<file path="src/include/lane_map_regs.svh">
`ifndef LANE_MAP_REGS_SVH
`define LANE_MAP_REGS_SVH

// ----------------------------------------------------------------------------
// Register offsets (byte addresses)
// ----------------------------------------------------------------------------
`define LM_CTRL_OFS      4'h0
`define LM_TEST_OFS      4'h4
`define LM_STAT_OFS      4'h8
`define LM_FCNT_OFS      4'hC

// ----------------------------------------------------------------------------
// Reset values
// ----------------------------------------------------------------------------
`define LM_CTRL_RST      16'h180E
`define LM_TEST_RST      3'h0

// ----------------------------------------------------------------------------
// Status field positions
// ----------------------------------------------------------------------------
`define LM_STAT_EN_LSB   0
`define LM_STAT_PD_BIT   8
`define LM_STAT_ST_LSB   9
`define LM_STAT_NE_BIT   11
`define LM_STAT_FULL_BIT 12
`define LM_STAT_ALT_BIT  13
`define LM_STAT_UNDR_BIT 14

// ----------------------------------------------------------------------------
// Link modes, geometry and pattern timing
// ----------------------------------------------------------------------------
`define LM_MODE_14       5'h0E
`define LM_MODE_15       5'h0F
`define LM_LANES         8
`define LM_SAMPLES       16
`define LM_SAMPLE_W      9
`define LM_PAD_W         3
`define LM_WORD_W        24
`define LM_PRBS_W        31
`define LM_FIFO_DEPTH    8
`define LM_CLK_STEP      4'h8

`endif

</file>
<file path="src/include/lane_map_pkg.sv">
`default_nettype none

`include "lane_map_regs.svh"

package lane_map_pkg;

  // --------------------------------------------------------------------------
  // Types
  // --------------------------------------------------------------------------
  typedef enum logic [2:0] {
    TS_OFF    = 3'b000,
    TS_PRBS7  = 3'b001,
    TS_PRBS9  = 3'b010,
    TS_PRBS15 = 3'b011,
    TS_PRBS23 = 3'b100,
    TS_PRBS31 = 3'b101,
    TS_CLOCK  = 3'b110
  } test_sel_t;

  typedef enum logic [1:0] {
    ST_OFF  = 2'b00,
    ST_RUN  = 2'b01,
    ST_TEST = 2'b10,
    ST_PD   = 2'b11
  } link_state_t;

  typedef struct packed {
    logic [2:0] rsvd;
    logic [1:0] channel_pair_enable;
    logic       fec;
    logic       link_en;
    logic       mode_pd;
    logic       alternate_lane_select;
    logic [1:0] lane_cnt;
    logic [4:0] link_mode_select;
  } ctrl_t;

  typedef logic [`LM_SAMPLES-1:0][`LM_SAMPLE_W-1:0] sample_frame_t;
  typedef logic [`LM_LANES-1:0][`LM_WORD_W-1:0]     lane_words_t;

  typedef struct packed {
    lane_words_t          data;
    logic [`LM_LANES-1:0] lane_en;
    logic                 valid;
    logic [2:0]           pattern;
    logic                 fec;
  } lane_bus_t;

  typedef struct packed {
    logic [`LM_PRBS_W-1:0] st;
    logic [`LM_WORD_W-1:0] word;
  } prbs_res_t;

  // --------------------------------------------------------------------------
  // Pattern generators, first bit on the wire in the word's MSB
  // --------------------------------------------------------------------------
  function automatic prbs_res_t prbs24(input logic [`LM_PRBS_W-1:0] s_in,
                                       input logic [2:0]            sel);
    prbs_res_t             r;
    logic [`LM_PRBS_W-1:0] s;
    logic                  b;
    r = '0;
    s = s_in;
    for (int i = 0; i < `LM_WORD_W; i++) begin
      case (sel)
        TS_PRBS7:  b = s[5] ^ s[6];
        TS_PRBS9:  b = s[4] ^ s[8];
        TS_PRBS15: b = s[13] ^ s[14];
        TS_PRBS23: b = s[17] ^ s[22];
        default:   b = s[27] ^ s[30];
      endcase
      s = {s[`LM_PRBS_W-2:0], b};
      r.word[`LM_WORD_W-1-i] = b;
    end
    r.st = s;
    return r;
  endfunction

  function automatic logic [`LM_WORD_W-1:0] clk24(input logic [3:0] phase);
    logic [`LM_WORD_W-1:0] w;
    logic [3:0]            p;
    w = '0;
    for (int i = 0; i < `LM_WORD_W; i++) begin
      p = phase + 4'(i);
      w[`LM_WORD_W-1-i] = ~p[3];
    end
    return w;
  endfunction

endpackage

`default_nettype wire

</file>
<file path="src/design/lane_mapper.sv">
`default_nettype none

`include "lane_map_regs.svh"

// ----------------------------------------------------------------------------
// Sample frame FIFO
// ----------------------------------------------------------------------------
module lane_fifo #(
  parameter int WIDTH = 144,
  parameter int DEPTH = 8
) (
  input  wire logic             clock,
  input  wire logic             resetn,
  input  wire logic [WIDTH-1:0] in_data,
  input  wire logic             in_valid,
  output logic                  in_ready,
  output logic [WIDTH-1:0]      out_data,
  output logic                  out_valid,
  input  wire logic             out_ready
);
  localparam int AW = $clog2(DEPTH);

  typedef struct packed {
    logic [DEPTH-1:0][WIDTH-1:0] mem;
    logic [AW-1:0]               wp;
    logic [AW-1:0]               rp;
    logic [AW:0]                 cnt;
    logic                        in_ready;
    logic                        out_valid;
  } fifo_state_t;

  fifo_state_t st_r;
  fifo_state_t st_nxt;
  logic        push;
  logic        pop;

  assign push      = in_valid && st_r.in_ready;
  assign pop       = out_ready && st_r.out_valid;
  assign in_ready  = st_r.in_ready;
  assign out_valid = st_r.out_valid;
  assign out_data  = st_r.mem[st_r.rp];

  always_comb begin
    st_nxt = st_r;
    if (push) begin
      st_nxt.mem[st_r.wp] = in_data;
      st_nxt.wp           = st_r.wp + AW'(1);
    end
    if (pop) begin
      st_nxt.rp = st_r.rp + AW'(1);
    end
    st_nxt.cnt       = st_r.cnt + (AW+1)'(push) - (AW+1)'(pop);
    // Flags are registered so the source and sink see flop outputs
    st_nxt.in_ready  = st_nxt.cnt != (AW+1)'(DEPTH);
    st_nxt.out_valid = st_nxt.cnt != '0;
  end

  always_ff @(posedge clock or negedge resetn) begin
    if (!resetn) begin
      st_r          <= '0;
      st_r.in_ready <= 1'b1;
    end else begin
      st_r <= st_nxt;
    end
  end
endmodule // lane_fifo

// ----------------------------------------------------------------------------
// Lane mapper and serializer test pattern source
// ----------------------------------------------------------------------------
module lane_mapper
  import lane_map_pkg::*;
(
  input  wire logic          clock,
  input  wire logic          resetn,
  input  wire logic [3:0]    address,
  input  wire logic          read,
  input  wire logic          write,
  input  wire logic [3:0]    byteenable,
  input  wire logic [31:0]   writedata,
  output logic [31:0]        readdata,
  output logic               waitrequest,
  input  wire logic          power_down_input,
  input  wire sample_frame_t samp_data,
  input  wire logic          samp_valid,
  output logic               samp_ready,
  output lane_bus_t          lane_out
);

  typedef struct packed {
    ctrl_t                                ctrl;
    logic [2:0]                           test_sel;
    logic                                 pd_meta;
    logic                                 pd_sync;
    link_state_t                          lstate;
    logic                                 waitreq;
    logic [31:0]                          rdata;
    logic [`LM_LANES-1:0][`LM_PRBS_W-1:0] prbs;
    logic [3:0]                           clk_phase;
    logic                                 underrun;
    logic [31:0]                          frames;
    lane_bus_t                            out;
  } mapper_state_t;

  mapper_state_t  st_r;
  mapper_state_t  st_nxt;
  sample_frame_t  fifo_data;
  logic           fifo_valid;
  logic           fifo_ready;
  logic           pwr_dn;
  lane_words_t    map14_w;
  lane_words_t    map15_w;
  prbs_res_t [`LM_LANES-1:0] prbs_w;

  // --------------------------------------------------------------------------
  // Frame buffer
  // --------------------------------------------------------------------------
  lane_fifo #(
    .WIDTH ($bits(sample_frame_t)),
    .DEPTH (`LM_FIFO_DEPTH)
  ) u_fifo (
    .clock     (clock),
    .resetn    (resetn),
    .in_data   (samp_data),
    .in_valid  (samp_valid),
    .in_ready  (samp_ready),
    .out_data  (fifo_data),
    .out_valid (fifo_valid),
    .out_ready (fifo_ready)
  );

  assign pwr_dn     = st_r.pd_sync | st_r.ctrl.mode_pd;
  // Frames stay buffered through test or power-down; the receiver must relink
  assign fifo_ready = (st_r.lstate == ST_RUN) && !pwr_dn;

  // --------------------------------------------------------------------------
  // Per-lane mapping and pattern generators
  // --------------------------------------------------------------------------
  for (genvar g = 0; g < `LM_LANES; g++) begin : g_lane
    localparam int C14 = (g / 2) * 4 + (g % 2);
    localparam int C15 = (g / 4) * 8 + (g % 4);
    assign map14_w[g] = {fifo_data[C14], {`LM_PAD_W{1'b0}},
                         fifo_data[C14+2], {`LM_PAD_W{1'b0}}};
    assign map15_w[g] = {fifo_data[C15], {`LM_PAD_W{1'b0}},
                         fifo_data[C15+4], {`LM_PAD_W{1'b0}}};
    assign prbs_w[g]  = prbs24(st_r.prbs[g], st_r.test_sel);
  end

  // --------------------------------------------------------------------------
  // Next state
  // --------------------------------------------------------------------------
  always_comb begin
    logic                 alt_eff;
    logic                 mode_ok;
    logic                 is_prbs;
    logic                 test_on;
    logic [`LM_LANES-1:0] base_mask;
    logic [`LM_LANES-1:0] log_mask;
    logic [`LM_LANES-1:0] phys_mask;
    lane_words_t          log_data;
    lane_words_t          phys_data;
    logic [31:0]          stat;
    ctrl_t                cnew;
    alt_eff   = 1'b0;
    mode_ok   = 1'b0;
    is_prbs   = 1'b0;
    test_on   = 1'b0;
    base_mask = '0;
    log_mask  = '0;
    phys_mask = '0;
    log_data  = '0;
    phys_data = '0;
    stat      = '0;
    cnew      = st_r.ctrl;
    st_nxt    = st_r;

    // Power-down pin, two flops before use
    st_nxt.pd_meta = power_down_input;
    st_nxt.pd_sync = st_r.pd_meta;

    // Lanes powered follow the link mode, whatever the test
    case (st_r.ctrl.lane_cnt)
      2'b01:   base_mask = 8'h0F;
      2'b10:   base_mask = 8'h03;
      default: base_mask = 8'hFF;
    endcase
    mode_ok  = (st_r.ctrl.link_mode_select == `LM_MODE_14) ||
               (st_r.ctrl.link_mode_select == `LM_MODE_15);
    log_mask = mode_ok ? base_mask & {{4{st_r.ctrl.channel_pair_enable[1]}},
                                      {4{st_r.ctrl.channel_pair_enable[0]}}}
                       : '0;
    alt_eff   = st_r.ctrl.alternate_lane_select &&
                (st_r.ctrl.lane_cnt inside {2'b01, 2'b10});
    phys_mask = alt_eff ? {log_mask[3:0], 4'h0} : log_mask;
    log_data  = (st_r.ctrl.link_mode_select == `LM_MODE_15) ? map15_w : map14_w;
    phys_data = alt_eff ? {log_data[3:0], {4{24'h00_0000}}} : log_data;

    is_prbs = (st_r.test_sel >= TS_PRBS7) && (st_r.test_sel <= TS_PRBS31);
    test_on = is_prbs || (st_r.test_sel == TS_CLOCK);

    // Link state
    if (pwr_dn) begin
      st_nxt.lstate = ST_PD;
    end else if (test_on) begin
      st_nxt.lstate = ST_TEST;
    end else if (st_r.ctrl.link_en) begin
      st_nxt.lstate = ST_RUN;
    end else begin
      st_nxt.lstate = ST_OFF;
    end

    // Generators advance only while a test runs; otherwise hold a seed
    for (int k = 0; k < `LM_LANES; k++) begin
      if (st_r.lstate == ST_TEST && is_prbs) begin
        st_nxt.prbs[k] = prbs_w[k].st;
      end else begin
        st_nxt.prbs[k] = 31'(k + 1);
      end
    end
    if (st_r.lstate == ST_TEST && st_r.test_sel == TS_CLOCK) begin
      st_nxt.clk_phase = st_r.clk_phase + `LM_CLK_STEP;
    end else begin
      st_nxt.clk_phase = 4'h0;
    end

    // Lane outputs
    st_nxt.out.lane_en = pwr_dn ? '0 : phys_mask;
    st_nxt.out.fec     = st_r.ctrl.fec;
    st_nxt.out.valid   = 1'b0;
    st_nxt.out.pattern = TS_OFF;
    st_nxt.out.data    = '0;
    if (!pwr_dn) begin
      case (st_r.lstate)
        ST_RUN: begin
          if (fifo_valid) begin
            st_nxt.out.valid = 1'b1;
            st_nxt.frames    = st_r.frames + 32'h0000_0001;
            for (int k = 0; k < `LM_LANES; k++) begin
              st_nxt.out.data[k] = phys_mask[k] ? phys_data[k] : '0;
            end
          end else begin
            st_nxt.underrun = 1'b1;
          end
        end
        ST_TEST: begin
          st_nxt.out.pattern = st_r.test_sel;
          for (int k = 0; k < `LM_LANES; k++) begin
            if (!phys_mask[k]) begin
              st_nxt.out.data[k] = '0;
            end else if (st_r.test_sel == TS_CLOCK) begin
              st_nxt.out.data[k] = clk24(st_r.clk_phase);
            end else begin
              st_nxt.out.data[k] = prbs_w[k].word;
            end
          end
        end
        default: begin
        end
      endcase
    end

    // Status image
    stat[`LM_STAT_EN_LSB +: `LM_LANES] = st_r.out.lane_en;
    stat[`LM_STAT_PD_BIT]              = pwr_dn;
    stat[`LM_STAT_ST_LSB +: 2]         = st_r.lstate;
    stat[`LM_STAT_NE_BIT]              = fifo_valid;
    stat[`LM_STAT_FULL_BIT]            = !samp_ready;
    stat[`LM_STAT_ALT_BIT]             = alt_eff;
    stat[`LM_STAT_UNDR_BIT]            = st_r.underrun;

    // Avalon slave: waitrequest drops for one cycle, two cycles per access
    st_nxt.waitreq = !((read || write) && st_r.waitreq);
    if (read && st_r.waitreq) begin
      case (address)
        `LM_CTRL_OFS: st_nxt.rdata = {16'h0000, st_r.ctrl};
        `LM_TEST_OFS: st_nxt.rdata = {29'h0000_0000, st_r.test_sel};
        `LM_STAT_OFS: st_nxt.rdata = stat;
        `LM_FCNT_OFS: st_nxt.rdata = st_r.frames;
        default:      st_nxt.rdata = 32'h0000_0000;
      endcase
    end
    // Writes do not depend on power state, so settings persist
    if (write && !st_r.waitreq) begin
      case (address)
        `LM_CTRL_OFS: begin
          if (byteenable[0]) begin
            cnew[7:0] = writedata[7:0];
          end
          if (byteenable[1]) begin
            cnew[15:8] = writedata[15:8];
          end
          cnew.rsvd = 3'h0;
          if (cnew.channel_pair_enable == 2'b00) begin
            cnew.channel_pair_enable = st_r.ctrl.channel_pair_enable;
          end
          st_nxt.ctrl = cnew;
        end
        `LM_TEST_OFS: begin
          if (byteenable[0]) begin
            st_nxt.test_sel = writedata[2:0];
          end
        end
        `LM_STAT_OFS: begin
          // Write one to clear; a new underrun in the same cycle wins
          if (byteenable[1] && writedata[`LM_STAT_UNDR_BIT] &&
              !(st_r.lstate == ST_RUN && !pwr_dn && !fifo_valid)) begin
            st_nxt.underrun = 1'b0;
          end
        end
        default: begin
        end
      endcase
    end
  end

  always_ff @(posedge clock or negedge resetn) begin
    if (!resetn) begin
      st_r          <= '0;
      st_r.ctrl     <= `LM_CTRL_RST;
      st_r.test_sel <= `LM_TEST_RST;
      st_r.waitreq  <= 1'b1;
    end else begin
      st_r <= st_nxt;
    end
  end

  assign readdata    = st_r.rdata;
  assign waitrequest = st_r.waitreq;
  assign lane_out    = st_r.out;
endmodule // lane_mapper

`default_nettype wire

</file>
<file path="config.mk">
export PLATFORM = sky130hd
export DESIGN_NAME = lane_mapper
export DESIGN_NICKNAME = d
export VERILOG_FILES = /design/src/include/lane_map_pkg.sv /design/src/design/lane_mapper.sv
export VERILOG_INCLUDE_DIRS = /design/src /design/src/include
export SDC_FILE = /design/constraint.sdc
export NUM_CORES = 2
export LEC_CHECK = 0
export BUFFER_PORTS_ARGS = -buffer_cell sky130_fd_sc_hd__buf_2
export CORE_AREA = 5 5 379 381
export CTS_BUF_LIST = sky130_fd_sc_hd__clkbuf_8
export CTS_CLUSTER_DIAMETER = 200
export CTS_CLUSTER_SIZE = 16
export DETAILED_ROUTE_END_ITERATION = 16
export DIE_AREA = 0 0 384 386
export GPL_TIMING_DRIVEN = 0
export PLACE_DENSITY = 0.92
export SKIP_LAST_GASP = 1
export SLEW_MARGIN = 15
export SYNTH_ARGS = -nofsm -noshare
export SYNTH_HDL_FRONTEND = slang
export SYNTH_SLANG_ARGS = --single-unit
</file>
<file path="constraint.sdc">
create_clock -name clock -period 10.92 [get_ports clock]
set_clock_uncertainty 0.2 [all_clocks]
set_input_delay 0.546 -clock clock [delete_from_list [all_inputs] [get_ports clock]]
set_output_delay 0.546 -clock clock [all_outputs]
set_load 0.02 [all_outputs]
</file>
==> flow_summary.yaml, run 1 <==
status:
  outcome: "aborted with a tool error"
  stop_error: "[ERROR GRT-0232] Routing congestion too high. Check the congestion heatmap in the GUI."
  stop_stage: "global routing"
grt:
  grt.overflow.total: 55
  grt_max_degree: 151
  antenna_found_initial: 136
  grt_usage_pct: 75.2
clock_network:
  cts_hold_buf: 187
  numCtsBuffers: 116
  root_buffer: "clkbuf_8"
  cts_buffer_depth: 3
  clock-sinks: 1700
  cts_setup_buffers: 0
  ctsResizeCount: 0
  htreeDepth: 3
placement:
  place_congestion: 1.17
  dp_hpwl_mm: 303
  portBuffers: 408
floorplan:
  fp.dieH_microns: 386
  start_util_pct: 64.3
  io_pins: 429
  die_x_microns: 384
  num_rows: 138
synth:
  ys_seq_area_share_pct: 47.2
  syn-num-nets: 7717
  synth_cells: 7516
  synth-seq-cells: 1700
  ys_dominant_reg_cell: "dfrtp_1"
  syn_avg_cell_area_sq_um: 12.0
  synth_warnings: 0
  ys_async_sr_fraction_pct: 100
  synth_edf_count: 0
  synth_area_sq_um: 90200
  ys_types: 120
==> kinds of logic after synthesis <==
group / after synthesis / share of synthesized area (%)
xor gates and xnor gates: 793 / 7.71
muxes: 1641 / 23.9
DFF: 1700 / 47.2
AOI/OAI and AO/OA: 1259 / 9.92
adders and majority gates: 11 / 0.161
and+or+nand+nor: 1220 / 6.14
buffers and inverters: 892 / 4.96
==> metal layers <==
metal | track usage, % | GRT overflow
met5 | 35.0 | 0
met4 | 72.1 | 23
met3 | 63.7 | 3
met2 | 88.2 | 29
met1 | 76.2 | 0
==> synthesized netlist by cell type (51+ instances only) <==
cell type  number  area share [%]
a21oi_1       263             1.5
dfrtp_1      1693              47
nand3_1        66            0.37
nor2_1        401             1.7
o21ai_0       354             2.0
o22ai_1        92            0.64
buf_2          51            0.28
nand2_1       416             1.7
and2_1        112            0.78
mux2_2       1206              15
xor2_1        323             3.1
clkbuf_1      392             1.6
mux2i_1       144             1.6
buf_4         251             2.1
xnor2_1       469             4.6
nor3_1         72            0.40
mux4_2        288             7.2
buf_1         142            0.59
==> per-stage QoR <==
step                instances  area, sq um  hold slack, ns  util [%]  worst slack (ns)
floorplan                7516        90200          0.0504         -              6.94
global placement         9814        94600           0.151      67.4            -26.57
detailed placement       9843        95300           0.161      68.0              2.80
CTS                     10200        98900          0.0325      70.6              2.78
==> run 2, diff against run 1 <==
--- a/config.mk
+++ b/config.mk
@@ -7,14 +7,11 @@
 export NUM_CORES = 2
 export LEC_CHECK = 0
 export BUFFER_PORTS_ARGS = -buffer_cell sky130_fd_sc_hd__buf_2
-export CORE_AREA = 5 5 379 381
-export CTS_BUF_LIST = sky130_fd_sc_hd__clkbuf_8
-export CTS_CLUSTER_DIAMETER = 200
-export CTS_CLUSTER_SIZE = 16
+export CORE_AREA = 5 5 481 483
 export DETAILED_ROUTE_END_ITERATION = 16
-export DIE_AREA = 0 0 384 386
+export DIE_AREA = 0 0 486 488
 export GPL_TIMING_DRIVEN = 0
-export PLACE_DENSITY = 0.92
+export PLACE_DENSITY_LB_ADDON = 0.15
 export SKIP_LAST_GASP = 1
 export SLEW_MARGIN = 15
 export SYNTH_ARGS = -nofsm -noshare
==> run 2 against run 1 <==
  * The flow now finishes without violations
  * Synthesized cell count stayed put
  * Area after synthesis stayed put
==> flow_summary.yaml, run 2 <==
status:
  outcome: "completed"
power:
  p_leak_uw: 0.0455
  ir_worst_vdd_v: 0.000166
  power_density_nw_per_um2: 302
floorplan:
  dieArea_sq_um: 237000
  num_rows: 175
  die_x_microns: 486
  core_sq_um: 226000
  io_pins: 429
  fp.dieH_microns: 488
  start_util_pct: 39.8
clock_network:
  cts_buffer_depth: 3
  root_buffer: "clkbuf_16"
  htreeDepth: 4
  clk_pin_slew_worst_paths_ns: 0.06
  cts_setup_buffers: 0
  ctsResizeCount: 0
  clkLatencyLatePin_ns: 0.89
  clock-sinks: 1700
  cts_tree: "yes"
  cts_hold_buf: 178
  numCtsBuffers: 193
timing:
  tns_ns: 0
  tightest_slew_ns: 1.45
  setup_violations: 0
  hold_viol: 0
  slew_headroom_pct: 2.19
  fmax_mhz: 106
  rsz0062_at_grt: "no"
  final.period_utilization_pct: 86.1
  maxSlewViolCount: 0
  period_minus_slack_ns: 9.41
synth:
  ys_dominant_reg_cell: "dfrtp_1"
  synth.most_common_cell: "dfrtp_1"
  synth-seq-cells: 1700
  synth_area_leaders: "dfrtp_1, mux2_2, mux4_2"
  synth_cells: 7516
  synth_area_sq_um: 90200
  synth_warnings: 0
  ys_seq_area_share_pct: 47.2
  ys_types: 120
  ys_top_cells_by_count: "dfrtp_1, mux2_2, xnor2_1, nand2_1, nor2_1"
  ys_async_sr_fraction_pct: 100
  synth_edf_count: 0
  yosysTopAreaCell: "dfrtp_1"
  syn-num-nets: 7717
  syn_avg_cell_area_sq_um: 12.0
  netlist.area_leader.share_pct: 47.0
placement:
  portBuffers: 408
  place_congestion: 1.04
  place_inst: 11000
  dp_hpwl_mm: 323
worst_hold_path:
  hold_class: "in -> reg"
detailed_routing:
  route.detailed.drc: 0
  num_vias: 70100
  ant_nets: 0
  vias_per_cell: 6.07
  wl_mm: 440
  drtIter0Drc: 8124
  wl_per_cell_microns: 38.1
  dr.pass1.iters: 9
setup_path:
  cp_max_fo: 10
  cp.required_ns: 11.35
  worstSetupPathType: "reg -> reg"
  crit_chain: "buf_6, nor3b_2, buf_4, buf_4, buf_6, buf_2, buf_2, buf_2, clkbuf_2, buf_2, clkbuf_2, clkbuf_2, a21oi_1, a311oi_1"
  crit_path_top_delay_cell: "a311oi_1"
  critical-path-max-stage-delay_ns: 0.90
  cp-end-kind: "flop"
  crit_top_cell: "buf_2"
  setup.worst_path.start_class: "flop"
  worstPathArrival_ns: 9.83
grt:
  grt_usage_pct: 36.5
  first_global_vias: 70000
  grt_max_degree: 150
  antenna_found_initial: 78
  grt.overflow.total: 0
  grt_pass1_wl_mm: 598
layout:
  drive_gt1_share_pct: 33.2
  final_util_pct: 46.5
  largest_reg_flops: 1162
  areaGrowthSynthToFinish_pct: 16.8
  regMostFlops: "u_fifo.st_r"
  nNetsFinal: 8527
  mostFrequentLayoutCells: "dfrtp_1, mux2_2, buf_2"
  mostFrequentLayoutCell: "dfrtp_1"
  instances_no_fill: 11500
job:
  cap_violations: 0
run 2: cell counts after synthesis:
Identical to the previous run, type by type.
run 2: metal layers:
| layer | wire (microns) | part of all wire (%) | GRT usage (%) | vias to the layer above |
|---|---|---|---|---|
| li1 | - | - | - | 28300 |
| met1 | 172000 | 39 | 46.3 | 36600 |
| met2 | 194000 | 44 | 55.6 | 3824 |
| met3 | 36600 | 8.3 | 8.92 | 1309 |
| met4 | 37000 | 8.4 | 24.5 | 34 |
| met5 | 204 | 0.046 | 0 | - |
run 2: final cells by class:
class | instances | area (sq um)
flip-flops and latches | 1700 | 42500
repair buffers | 615 | 4380
plain buffers | 851 | 4430
well taps | 3009 | 3760
clock inverters | 74 | 1020
multi-input cells | 4924 | 43300
clock buffers | 276 | 5570
fillers | 21000 | 121000
diodes | 51 | 128
inverters | 41 | 154
run 2: worst max-delay path, delay by kind of cell (launching register included):
family | cells | cell delay (ns)
DFF | 1 | 0.52
AOI/OAI and AO/OA | 2 | 1.20
buffers and inverters | 11 | 6.42
and+or+nand+nor | 1 | 0.72
run 2: final timing paths:
| check | cells past startpoint | endpoint | startpoint | slack, ns |
|---|---|---|---|---|
| min | 4 | readdata[5] | address[2] | 0.04 |
| min in group asynchronous | 3 | st_r[206] | resetn | 0.51 |
| max | 14 | lane_out[15] | st_r[529] | 1.51 |
| max reg2reg | 14 | lane_out[15] | st_r[529] | 1.51 |
| max in group asynchronous | 7 | u_fifo.st_r[424] | resetn | 7.28 |
| min reg2reg | 0 | st_r[525] | st_nxt[525] | 0.15 |
run 2: where the power goes:
group	total, uW	internal [uW]	leakage (uW)	switching, uW
Combinational	15300	5820	0.0210	9510
Clock	6740	3890	0.00319	2860
Sequential	9740	8600	0.0213	1140
Total	31800	18300	0.0455	13500
run 2: logic make-up after synthesis:
kind of cell	count (synthesis)	synth area share, %
AO/OA/AOI/OAI	1259	9.92
XOR/XNOR	793	7.71
adder cells (fa/ha/maj)	11	0.161
buffers and inverters	892	4.96
flip-flops	1700	47.2
multiplexers	1641	23.9
AND/OR/NAND/NOR	1220	6.14
run 2: stage by stage:
| step | worst slack (ns) | hold slack, ns | power, uW | instance area [sq um] |
|---|---|---|---|---|
| final | 1.51 | 0.0423 | 31800 | 105000 |
| after global routing | 2.22 | 0.0406 | 32700 | 105000 |
| after CTS | 2.32 | 0.00206 | 31400 | 105000 |
| after detailed placement | 2.36 | 0.138 | 24600 | 96700 |
| after global placement | -28.94 | 0.140 | 24300 | 96000 |
| after floorplan | 6.94 | 0.0504 | 18200 | 90200 |
Power figures use the tool's default switching activity.
